$ cat src/core/dubp_pkg.sv
`default_nettype none

package dubp_pkg;

   // Host bus widths
   localparam int unsigned DATA_W      = 8;
   localparam int unsigned ADDR_W      = 3;

   // Pin synchroniser depth
   localparam int unsigned SYNC_STAGES = 3;

   // Field positions in the synchronised pin bundle
   localparam int unsigned PIN_W       = 15;
   localparam int unsigned POS_CS_N    = 14;
   localparam int unsigned POS_RD_N    = 13;
   localparam int unsigned POS_WR_N    = 12;
   localparam int unsigned POS_PICK    = 11;
   localparam int unsigned POS_ADDR    = 8;
   localparam int unsigned POS_DATA    = 0;

   // Bundle reset value: chip select and both strobes idle high
   localparam logic [PIN_W-1:0] PIN_RST = 15'h7000;

   // Channel-select level that picks channel A
   localparam logic PICK_CHAN_A = 1'b1;

   // Cycles from a channel read request to valid read data
   localparam int unsigned RD_LAT_CYC = 1;

   // Reset values of the pass-through status outputs
   localparam logic IRQ_RST      = 1'b0;
   localparam logic TX_SPACE_RST = 1'b1;

   // Access offered to one UART channel's register file
   typedef struct packed {
      logic              rd;
      logic              wr;
      logic [ADDR_W-1:0] addr;
      logic [DATA_W-1:0] wdata;
   } dubp_chan_acc_t;

   // Status returned by one UART channel
   typedef struct packed {
      logic              irq;
      logic              tx_space_n;
      logic [DATA_W-1:0] rdata;
   } dubp_chan_stat_t;

   // Bus sequencer states
   typedef enum logic [2:0] {
      ST_IDLE  = 3'b001,
      ST_READ  = 3'b010,
      ST_WRITE = 3'b100
   } dubp_state_t;

endpackage : dubp_pkg

`default_nettype wire

$ cat src/core/dubp_pin_sync.sv
`timescale 1ns/1ps
`default_nettype none

module dubp_pin_sync #(
   parameter int unsigned   WIDTH   = 1,
   parameter logic [WIDTH-1:0] RST_VAL = '0
) (
   // Clock and reset
   input  wire logic             sys_clk_i,
   input  wire logic             sys_rst_i,
   // Raw pins and filtered result
   input  wire logic [WIDTH-1:0] pin_i,
   output logic      [WIDTH-1:0] pin_o
);

   // One three-stage chain per bit
   genvar g;
   generate
      for (g = 0; g < WIDTH; g++) begin : g_bit
         logic ff1_r;
         logic ff2_r;
         logic ff3_r;
         logic q_r;

         // First stage feeds only the second
         always_ff @(posedge sys_clk_i or posedge sys_rst_i) begin
            if (sys_rst_i) begin
               ff1_r <= RST_VAL[g];
               ff2_r <= RST_VAL[g];
               ff3_r <= RST_VAL[g];
            end else begin
               ff1_r <= pin_i[g];
               ff2_r <= ff1_r;
               ff3_r <= ff2_r;
            end
         end

         // Accept a change only once stages two and three agree
         always_ff @(posedge sys_clk_i or posedge sys_rst_i) begin
            if (sys_rst_i) begin
               q_r <= RST_VAL[g];
            end else if (ff2_r == ff3_r) begin
               q_r <= ff3_r;
            end
         end

         assign pin_o[g] = q_r;
      end
   endgenerate

endmodule : dubp_pin_sync

`default_nettype wire

$ cat src/core/dubp_host_port.sv
// Overview of operation
// - A falling read strobe starts a read of the selected register and drives its byte out.
// - Write strobe falling opens a write; its rise stores the bus byte in the selected register.
// - Transfers happen only while chip select is low, and then channel-select picks the channel.
// - With chip select low, channel-select low means channel B and high means channel A.
// - With the broadcast bit set, one write updates the addressed register in both channels.
// - Each channel has its own active-high interrupt output, high while it asks for service.
// - Each channel has its own active-low transmitter-ready output for its transmit buffer.
// - The data bus is eight bits, two-way, driven only during reads and received during writes.
// - The three select lines pick one of eight registers in the chosen channel.
`timescale 1ns/1ps
`default_nettype none

module dubp_host_port (
   // Clock and reset
   input  wire logic                             sys_clk_i,
   input  wire logic                             sys_rst_i,
   // Host bus pins
   input  wire logic                             cs_n_i,
   input  wire logic                             read_strobe_n_i,
   input  wire logic                             write_strobe_n_i,
   input  wire logic                             channel_pick_i,
   input  wire logic [dubp_pkg::ADDR_W-1:0]      reg_select_lines_i,
   input  wire logic [dubp_pkg::DATA_W-1:0]      host_data_bus_i,
   output logic      [dubp_pkg::DATA_W-1:0]      host_data_bus_o,
   output logic                                  host_data_bus_oe_o,
   // Broadcast-write bit of the alternate function register
   input  wire logic                             alt_function_bcast_i,
   // Channel register-file side
   output dubp_pkg::dubp_chan_acc_t              chan_a_acc_o,
   output dubp_pkg::dubp_chan_acc_t              chan_b_acc_o,
   input  wire dubp_pkg::dubp_chan_stat_t        chan_a_stat_i,
   input  wire dubp_pkg::dubp_chan_stat_t        chan_b_stat_i,
   // Per-channel status pins
   output logic                                  irq_chan_a_o,
   output logic                                  irq_chan_b_o,
   output logic                                  tx_space_a_n_o,
   output logic                                  tx_space_b_n_o
);

   // Synchronised pin bundle
   logic [dubp_pkg::PIN_W-1:0]  pins_raw;
   logic [dubp_pkg::PIN_W-1:0]  pins;
   logic                        cs_n;
   logic                        rd_n;
   logic                        wr_n;
   logic                        pick;
   logic [dubp_pkg::ADDR_W-1:0] addr;
   logic [dubp_pkg::DATA_W-1:0] wdata;

   // Edge history and sequencer state
   logic                        rd_n_prev_r;
   logic                        wr_n_prev_r;
   dubp_pkg::dubp_state_t       state_r;
   dubp_pkg::dubp_state_t       state_nxt;
   logic                        sel_a_r;
   logic [3:0]                  lat_cnt_r;

   // Decoded events
   logic                        rd_fall;
   logic                        rd_rise;
   logic                        wr_fall;
   logic                        wr_rise;
   logic                        start_rd;
   logic                        start_wr;
   logic                        end_rd;
   logic                        commit_wr;
   logic                        bcast;
   logic                        rd_data_due;

   assign pins_raw = {cs_n_i, read_strobe_n_i, write_strobe_n_i, channel_pick_i,
                      reg_select_lines_i, host_data_bus_i};

   // All host pins are asynchronous to the core clock
   dubp_pin_sync #(
      .WIDTH   (dubp_pkg::PIN_W),
      .RST_VAL (dubp_pkg::PIN_RST)
   ) u_pin_sync (
      .sys_clk_i (sys_clk_i),
      .sys_rst_i (sys_rst_i),
      .pin_i     (pins_raw),
      .pin_o     (pins)
   );

   assign cs_n  = pins[dubp_pkg::POS_CS_N];
   assign rd_n  = pins[dubp_pkg::POS_RD_N];
   assign wr_n  = pins[dubp_pkg::POS_WR_N];
   assign pick  = pins[dubp_pkg::POS_PICK];
   assign addr  = pins[dubp_pkg::POS_ADDR +: dubp_pkg::ADDR_W];
   assign wdata = pins[dubp_pkg::POS_DATA +: dubp_pkg::DATA_W];

   // Strobe edge history
   always_ff @(posedge sys_clk_i or posedge sys_rst_i) begin
      if (sys_rst_i) begin
         rd_n_prev_r <= 1'b1;
         wr_n_prev_r <= 1'b1;
      end else begin
         rd_n_prev_r <= rd_n;
         wr_n_prev_r <= wr_n;
      end
   end

   // Edges count only while the chip is selected
   assign rd_fall   = rd_n_prev_r & ~rd_n;
   assign rd_rise   = ~rd_n_prev_r & rd_n;
   assign wr_fall   = wr_n_prev_r & ~wr_n;
   assign wr_rise   = ~wr_n_prev_r & wr_n;
   assign start_rd  = rd_fall & ~cs_n & (state_r == dubp_pkg::ST_IDLE);
   assign start_wr  = wr_fall & ~cs_n & ~start_rd
                      & (state_r == dubp_pkg::ST_IDLE);
   assign end_rd    = rd_rise | cs_n;
   assign commit_wr = wr_rise & ~cs_n;
   assign bcast     = alt_function_bcast_i;

   // Sequencer next state; a deselect mid-write drops the write
   always_comb begin
      state_nxt = state_r;
      case (state_r)
         dubp_pkg::ST_IDLE: begin
            if (start_rd) begin
               state_nxt = dubp_pkg::ST_READ;
            end else if (start_wr) begin
               state_nxt = dubp_pkg::ST_WRITE;
            end
         end
         dubp_pkg::ST_READ: begin
            if (end_rd) begin
               state_nxt = dubp_pkg::ST_IDLE;
            end
         end
         dubp_pkg::ST_WRITE: begin
            if (wr_rise | cs_n) begin
               state_nxt = dubp_pkg::ST_IDLE;
            end
         end
         default: begin
            state_nxt = dubp_pkg::ST_IDLE;
         end
      endcase
   end

   always_ff @(posedge sys_clk_i or posedge sys_rst_i) begin
      if (sys_rst_i) begin
         state_r <= dubp_pkg::ST_IDLE;
      end else begin
         state_r <= state_nxt;
      end
   end

   // Channel frozen at the opening edge so a late pick change cannot split a transfer
   always_ff @(posedge sys_clk_i or posedge sys_rst_i) begin
      if (sys_rst_i) begin
         sel_a_r <= 1'b0;
      end else if (start_rd | start_wr) begin
         sel_a_r <= (pick == dubp_pkg::PICK_CHAN_A);
      end
   end

   // Read data arrives a fixed latency after the request
   assign rd_data_due = (lat_cnt_r == 4'(dubp_pkg::RD_LAT_CYC));

   always_ff @(posedge sys_clk_i or posedge sys_rst_i) begin
      if (sys_rst_i) begin
         lat_cnt_r <= '0;
      end else if (start_rd) begin
         lat_cnt_r <= 4'h1;
      end else if (lat_cnt_r != 4'h0) begin
         lat_cnt_r <= rd_data_due ? 4'h0 : 4'(lat_cnt_r + 4'h1);
      end
   end

   // Channel A request: one-cycle read or write pulses
   always_ff @(posedge sys_clk_i or posedge sys_rst_i) begin
      if (sys_rst_i) begin
         chan_a_acc_o <= '0;
      end else begin
         chan_a_acc_o.rd <= start_rd & (pick == dubp_pkg::PICK_CHAN_A);
         chan_a_acc_o.wr <= (state_r == dubp_pkg::ST_WRITE) & commit_wr
                            & (sel_a_r | bcast);
         if (start_rd) begin
            chan_a_acc_o.addr <= addr;
         end else if (commit_wr) begin
            chan_a_acc_o.addr  <= addr;
            chan_a_acc_o.wdata <= wdata;
         end
      end
   end

   // Channel B mirrors A with the opposite pick level
   always_ff @(posedge sys_clk_i or posedge sys_rst_i) begin
      if (sys_rst_i) begin
         chan_b_acc_o <= '0;
      end else begin
         chan_b_acc_o.rd <= start_rd & (pick != dubp_pkg::PICK_CHAN_A);
         chan_b_acc_o.wr <= (state_r == dubp_pkg::ST_WRITE) & commit_wr
                            & (~sel_a_r | bcast);
         if (start_rd) begin
            chan_b_acc_o.addr <= addr;
         end else if (commit_wr) begin
            chan_b_acc_o.addr  <= addr;
            chan_b_acc_o.wdata <= wdata;
         end
      end
   end

   // Read byte captured once, then held steady until the strobe rises
   always_ff @(posedge sys_clk_i or posedge sys_rst_i) begin
      if (sys_rst_i) begin
         host_data_bus_o <= '0;
      end else if (rd_data_due & (state_r == dubp_pkg::ST_READ)) begin
         host_data_bus_o <= sel_a_r ? chan_a_stat_i.rdata
                                    : chan_b_stat_i.rdata;
      end
   end

   // Drive the bus only inside a selected read
   always_ff @(posedge sys_clk_i or posedge sys_rst_i) begin
      if (sys_rst_i) begin
         host_data_bus_oe_o <= 1'b0;
      end else if (end_rd | (state_r != dubp_pkg::ST_READ)) begin
         host_data_bus_oe_o <= 1'b0;
      end else if (rd_data_due) begin
         host_data_bus_oe_o <= 1'b1;
      end
   end

   // Status pins registered so every output leaves a flop
   always_ff @(posedge sys_clk_i or posedge sys_rst_i) begin
      if (sys_rst_i) begin
         irq_chan_a_o   <= dubp_pkg::IRQ_RST;
         irq_chan_b_o   <= dubp_pkg::IRQ_RST;
         tx_space_a_n_o <= dubp_pkg::TX_SPACE_RST;
         tx_space_b_n_o <= dubp_pkg::TX_SPACE_RST;
      end else begin
         irq_chan_a_o   <= chan_a_stat_i.irq;
         irq_chan_b_o   <= chan_b_stat_i.irq;
         tx_space_a_n_o <= chan_a_stat_i.tx_space_n;
         tx_space_b_n_o <= chan_b_stat_i.tx_space_n;
      end
   end

endmodule : dubp_host_port

`default_nettype wire

$ cat config.mk
export PLATFORM = sky130hd
export DESIGN_NAME = dubp_host_port
export DESIGN_NICKNAME = d
export VERILOG_FILES = /design/src/core/dubp_pkg.sv /design/src/core/dubp_pin_sync.sv /design/src/core/dubp_host_port.sv
export SDC_FILE = /design/constraint.sdc
export NUM_CORES = 1
export LEC_CHECK = 0
export ABC_AREA = 1
export BUFFER_PORTS_ARGS = -buffer_cell sky130_fd_sc_hd__buf_2
export CORE_UTILIZATION = 45
export DETAILED_ROUTE_END_ITERATION = 7
export HOLD_SLACK_MARGIN = 0.15
export PLACE_DENSITY = 0.71
export SETUP_SLACK_MARGIN = 0.2
export SYNTH_ARGS = -nofsm -noshare
export SYNTH_HDL_FRONTEND = slang
export SYNTH_HIERARCHICAL = 1
export SYNTH_SLANG_ARGS = --single-unit
$ cat constraint.sdc
create_clock -name sys_clk_i -period 6.06 [get_ports sys_clk_i]
set_clock_uncertainty 0.1 [all_clocks]
set_input_delay 1.212 -clock sys_clk_i [delete_from_list [all_inputs] [get_ports sys_clk_i]]
set_output_delay 1.212 -clock sys_clk_i [all_outputs]
set_load 0.05 [all_outputs]
# --- After elaboration in Yosys (flattened, before gate mapping) ---
# Cells that the tools add are included.
word_totals:
  latchBits: 0
  inputBits: 38
  out_inout_bits: 39
  ram_bits: 0
  reg_bits: 98
  memories: 0
  romBits: 0
  elab_cells: 150
op_classes:
  multipliers: 0
  n_eq_ne: 23
  n_shift: 0
  n_bitwise: 30
  div: 0
  order_cmp: 0
  addsub: 1
  n_reduce_logical: 6
  muxes: 13
op_table:
  columns: ["op", "n"]
  rows:
  - ["AND 1 bit", 16]
  - ["equality test 1 bit", 15]
  - ["2-to-1 mux 3 bit", 5]
  - ["2-to-1 mux 4 bit", 3]
  - ["2-to-1 mux 11 bit", 1]
  - ["case mux 3 bit (3 select lines)", 1]
  - ["2-to-1 mux 8 bit", 1]
  - ["NOT 1 bit", 8]
  - ["OR 1 bit", 6]
  - ["nonzero test 2 bit", 3]
  - ["adder 4 x 1 -> 4 bit (second input constant)", 1]
  - ["equality test 4 x 1 -> 1 bit (second input constant)", 1]
  - ["inequality test 2 bit (second input constant)", 2]
  - ["nonzero test 4 bit", 1]
  - ["equality test 3 x 1 -> 1 bit (second input constant)", 1]
  - ["equality test 3 x 2 -> 1 bit (second input constant)", 1]
  - ["equality test 3 bit (second input constant)", 1]
  - ["inequality test 3 x 2 -> 1 bit (second input constant)", 1]
  - ["inequality test 3 bit (second input constant)", 1]
  - ["AND reduction 3 bit", 1]
  - ["2-to-1 mux 1 bit", 2]
  - ["AND reduction 2 bit", 1]

# --- Depth between registers and ports, before layout ---
logic_depth:
  depth_word: 10
  mapped_depth: 8
  mapped_depth_nobuf: 7

# --- Modules after synthesis ---
# Netlist, hierarchy kept.
by_module_without_submodules:
  columns: ["module", "cells_each", "area_per_inst_um2", "n_inst", "seq_area_each_um2"]
  rows:
  - ["dubp_pin_sync", 136, 1876.8, 1, 1516.5]
  - ["dubp_host_port", 199, 1762.9, 1, 957.2]

# --- Least setup slack after synthesis ---
# Ideal clock, no wire load.
synth_timing:
  path_type: "flip-flop to output port"
  start: "reg chan_b_acc_o[10] (netlist name)"
  end: "out chan_b_acc_o[10] (netlist name)"
  required_time_ps: 4748
  n_path_buf: 1
  arrival_ps: 920
  stages_incl_launch_ff: 2
  setup_slack_ps: 3828
  path_cell_list: "dfrtp_1 -> buf_4"
synth_lines:
  columns: ["element", "line_no", "text"]
  rows:
  - ["from (decl)", "dubp_host_port.sv:31", "output dubp_pkg::dubp_chan_acc_t chan_b_acc_o,"]
# No word-level cell between the ends.

# --- Worst setup path in the final report ---
layout_timing:
  start: "reg tx_space_b_n_o"
  end: "out tx_space_b_n_o"
layout_lines:
  columns: ["element", "line_no", "text"]
  rows:
  - ["from (decl)", "dubp_host_port.sv:38", "output logic tx_space_b_n_o"]
  - ["from (signal assigned)", "dubp_host_port.sv:233", "tx_space_b_n_o <= dubp_pkg::TX_SPACE_RST;"]
  - ["from (signal assigned)", "dubp_host_port.sv:238", "tx_space_b_n_o <= chan_b_stat_i.tx_space_n;"]
# No word-level cell between the ends.

==> run summary <==
The run finished with clean final reports. VDD sags by at most between 0.2 and 0.3 mV. Using the TritonRoute via totals, the vias-per-cell ratio works out to between 4 and 5.

The CTS tree is yes. The floorplan step defined a die boundary enclosing between 8000 and 9000 sq um. No sink is reached through more buffers than the 2 on the longest clock path. Grouping stages by cell kind, the critical path spends the most delay in flip-flops. The post-cts sizing count came out at 0.

The initial antenna violation count came to 0. The global-route wire length before repair is approximately 9500 um. Counting every sink on the clock net gives slightly below 100.

The slowest stage of the critical path is the sky130_fd_sc_hd__dfstp_2 cell. The total clock buffers created by CTS came out at 9. The number of DRC violations after detailed routing is 0. The tool flagged a number of max-cap violations equal to 0. The die width came out at approximately 92 um. Once the floorplan was initialized, standard cells occupied between 40% and 50% of the core. The average detailed-routed wire length per instance came out at between 10 and 15 um.

Entering global routing, the biggest net connects 61 pins. The total power divided by cell area came out at roughly 400 nW/um^2. The net count of the finished layout is between 400 and 500. The number of flops mapped to enable cells by yosys is 0. The required time at the worst-slack endpoint is 4.75 ns. The number of DRC violations after detailed-routing iteration 0 is ~140.

The count of standard-cell rows came out at 32. The worst register-to-register path has a depth of 6. The hold-fix buffer count after cts came out at 0.

After synthesis, flip-flops and latches occupy between 60 and 70% of the total area. Summed over all cells, the static leakage comes to approximately 2.2 nW. The delay of the slowest critical-path stage is ~0.52 ns. The post-detailed-route count of antenna-violating nets is 0. The data arrival at the endpoint of the critical path is around 1.1 ns.

The worst setup path is captured at an output pin. The H-tree depth is 3. The number of fill cells in the layout came out at about 700.

The first-pass iteration count of the detailed router came out at 4. Counting flops and latches in the post-synthesis netlist gives around 100. The setup-violating endpoint count in the final report came out at 0.

The final design utilization came out at a little over half. STA classifies the critical path startpoint as a flop. The core area came out at slightly below 8000 sq um. The number of global-route vias before repair is around 2,100. Setup repair after global routing left no endpoint under its margin.

The switching share of total power came out at about 38%. The routed design has ~5600 um of wire. After routing the design area is 4130 sq um. In this run the clock root is driven by a sky130_fd_sc_hd__clkbuf_8. The post-route netlist has a little under a third of its cells at a drive strength greater than 1. The critical-path maximum fanout came out at 1. The total buffers and inverters traversed by the critical path came out at 1. The total count of max-transition violations in the final report is 0. The final RePlAce weighted congestion came out at 0.766.

The critical path ends at tx_space_b_n_o. The critical path start-end classification is reg -> out. The endpoint identified for the worst register-to-register timing path is chan_b_acc_o[8]. The timing startpoint of the critical path is tx_space_b_n_o. In this run the number of cells on the critical path is 1. The per-instance average area after synthesis came out at between 10 and 15 sq um. The chip height came out at ~90 um. The final critical-path required period is roughly 2.4 ns.

From synthesis to final layout, the design area changed by 13.5%. The total via count in the routed design is 2,247. The global-route congestion overflow total is 0. In this run the worst hold path is classified as reg -> reg. The netlist uses 23 different library cells. The worst relative slew slack came out at 31.2%. The startpoint identified for the worst register-to-register timing path is u_pin_sync/g_bit[12].q_r.

Of the total power, the clock network draws between 20% and 30%. For this run, the leading register cell type out of synthesis is sky130_fd_sc_hd__dfrtp_1. For the pin with the worst max-slew slack, the measured transition is around 1.0 ns. Buffers added to address setup during post-CTS repair amount to 0. For flop-to-flop paths, the worst setup slack is just under 4 ns. Traced cell by cell, the critical path runs through buf_2. The total half-perimeter wirelength after legalization and detailed placement is between 3000 and 4000 um. The number of synthesis warnings came out at 6. The final-report hold violation count is 0. In this run the cell area of the synthesized design comes to between 3000 and 4000 sq um. 0 antenna diodes ended up in the layout. The top achievable clock speed came out at between 400 and 500 MHz. Registers are responsible for slightly below 50% of the overall power.

The combinational power share came out at 27.6%. The post-synth net total came out at 373. During placement, the flow inserted port buffers numbering 76.

After detailed placement, the total cell area comes to approximately 3900 sq um. At the later pin of the worst-skew pair, clock insertion delay measures roughly 0.36 ns. The global routing usage summed across all routing layers came out at around 15%. The I/O pin count is 77. The post-synthesis instance total came out at about 340. Clock-pin slew was measured on the worst setup and hold paths at ~0.090 ns.

The internal power of the cells came out at a little over 1 mW. The proportion of register bits with asynchronous set or reset after synthesis is 100%. The power spent charging and discharging nets is around 0.63 mW. The ratio of final minimum period to clock period is 40.2%. The final setup TNS is 0 ns.
how the worst min path moves through the flow:
| stage | slack [ns] | end | from | cells past startpoint |
|---|---|---|---|---|
| after CTS | 0.25 | u_pin_sync/g_bit[1].ff2_r | u_pin_sync/g_bit[1].ff1_r | 0 |
| after detailed placement | 0.23 | u_pin_sync/g_bit[1].ff2_r | u_pin_sync/g_bit[1].ff1_r | 0 |
| after floorplan | 0.23 | u_pin_sync/g_bit[0].ff2_r | u_pin_sync/g_bit[0].ff1_r | 0 |
| after global placement | 0.23 | u_pin_sync/g_bit[2].ff2_r | u_pin_sync/g_bit[2].ff1_r | 0 |
| after global routing | 0.26 | u_pin_sync/g_bit[14].ff2_r | u_pin_sync/g_bit[14].ff1_r | 0 |
| final | 0.25 | u_pin_sync/g_bit[11].ff2_r | u_pin_sync/g_bit[11].ff1_r | 0 |
per-layer routing:
layer,vias to the layer above,GRT usage [%],wire length [um],part of all wire (%)
li1,1124,-,-,-
met1,1047,18.4,2500,44
met2,69,23.3,2660,47
met3,7,4.56,343,6.1
met4,0,7.81,111,2.0
met5,-,0,0,0
layout by cell type, fill, tap and decap left out:
cell	netlist	final
sky130_fd_sc_hd__nor3_4	1	1
sky130_fd_sc_hd__inv_6	0	1
sky130_fd_sc_hd__nand2_4	3	3
sky130_fd_sc_hd__nand3_1	17	17
sky130_fd_sc_hd__nand2_2	2	2
sky130_fd_sc_hd__nor3_1	1	1
sky130_fd_sc_hd__inv_2	0	1
sky130_fd_sc_hd__nand3_2	6	6
sky130_fd_sc_hd__buf_4	27	2
sky130_fd_sc_hd__buf_2	1	76
sky130_fd_sc_hd__or2_4	1	1
sky130_fd_sc_hd__o21ai_0	2	2
sky130_fd_sc_hd__dfrtp_1	81	81
sky130_fd_sc_hd__xor2_1	1	1
sky130_fd_sc_hd__nor2_2	2	2
sky130_fd_sc_hd__nor2_4	2	2
sky130_fd_sc_hd__clkinv_1	1	1
sky130_fd_sc_hd__inv_1	32	31
sky130_fd_sc_hd__nand3b_1	1	1
sky130_fd_sc_hd__clkinvlp_4	0	1
sky130_fd_sc_hd__nor3_2	1	1
sky130_fd_sc_hd__nor2_1	25	25
sky130_fd_sc_hd__bufinv_16	0	1
sky130_fd_sc_hd__clkbuf_8	0	9
sky130_fd_sc_hd__dfstp_2	17	17
sky130_fd_sc_hd__clkinv_2	0	1
sky130_fd_sc_hd__nand2_1	91	91
sky130_fd_sc_hd__a21oi_1	19	19
sky130_fd_sc_hd__clkbuf_1	0	3
flip-flops by register name, summed over array words and instances (netlist names), 2 cells and up:
name / flops
chan_b_acc_o: 13
state_r: 3
host_data_bus_o: 8
u_pin_sync/g_bit.ff3_r: 15
u_pin_sync/g_bit.ff2_r: 15
chan_a_acc_o: 2
u_pin_sync/g_bit.q_r: 15
u_pin_sync/g_bit.ff1_r: 15
lat_cnt_r: 4
power by group through the flow:
stage	Sequential [mW]	Combinational [mW]	Clock (mW)
detailed placement	0.810	0.461	0
CTS	0.798	0.462	0.416
global placement	0.806	0.457	0
global route	0.810	0.492	0.444
finish	0.796	0.457	0.400
floorplan	0.934	0.275	0
metrics by stage:
step                      total power, mW  worst slack, ns  std cells  hold slack, ns
final                                1.65             3.62        502           0.253
after floorplan                      1.21             3.28        335           0.231
after global placement               1.26             3.94        486           0.231
after detailed placement             1.27             3.91        486           0.235
after global routing                 1.75             3.57        502           0.265
after CTS                            1.68             3.59        502           0.254
cell type report:
type,count,area (sq um),share of cell area [%]
Inverter,33,124,3.00
Timing Repair Buffer,78,395,9.57
Multi-Input combinational cell,175,823,19.9
Tap cell,102,128,3.09
Clock inverter,4,51.3,1.24
Sequential cell,98,2470,59.9
Clock buffer,12,135,3.27
Yosys cell counts (2+ instances only):
cell,number,area [sq um]
sky130_fd_sc_hd__a21oi_1,19,95.1
sky130_fd_sc_hd__buf_4,27,203
sky130_fd_sc_hd__dfrtp_1,81,2030
sky130_fd_sc_hd__dfstp_2,17,447
sky130_fd_sc_hd__inv_1,32,120
sky130_fd_sc_hd__nand2_1,91,342
sky130_fd_sc_hd__nand2_2,2,12.5
sky130_fd_sc_hd__nand2_4,3,33.8
sky130_fd_sc_hd__nand3_1,17,85.1
sky130_fd_sc_hd__nand3_2,6,60.1
sky130_fd_sc_hd__nor2_1,25,93.8
sky130_fd_sc_hd__nor2_2,2,12.5
sky130_fd_sc_hd__nor2_4,2,22.5
sky130_fd_sc_hd__o21ai_0,2,10.0
kinds of logic after synthesis:
kind of cell	count (synthesis)	share of synthesized area, %
buf+inv	62	9.42
xor+xnor	1	0.241
simple gates	153	19.5
compound gates	21	2.89
flops	98	68.0
No activity file was read; power rests on OpenSTA's default activity.
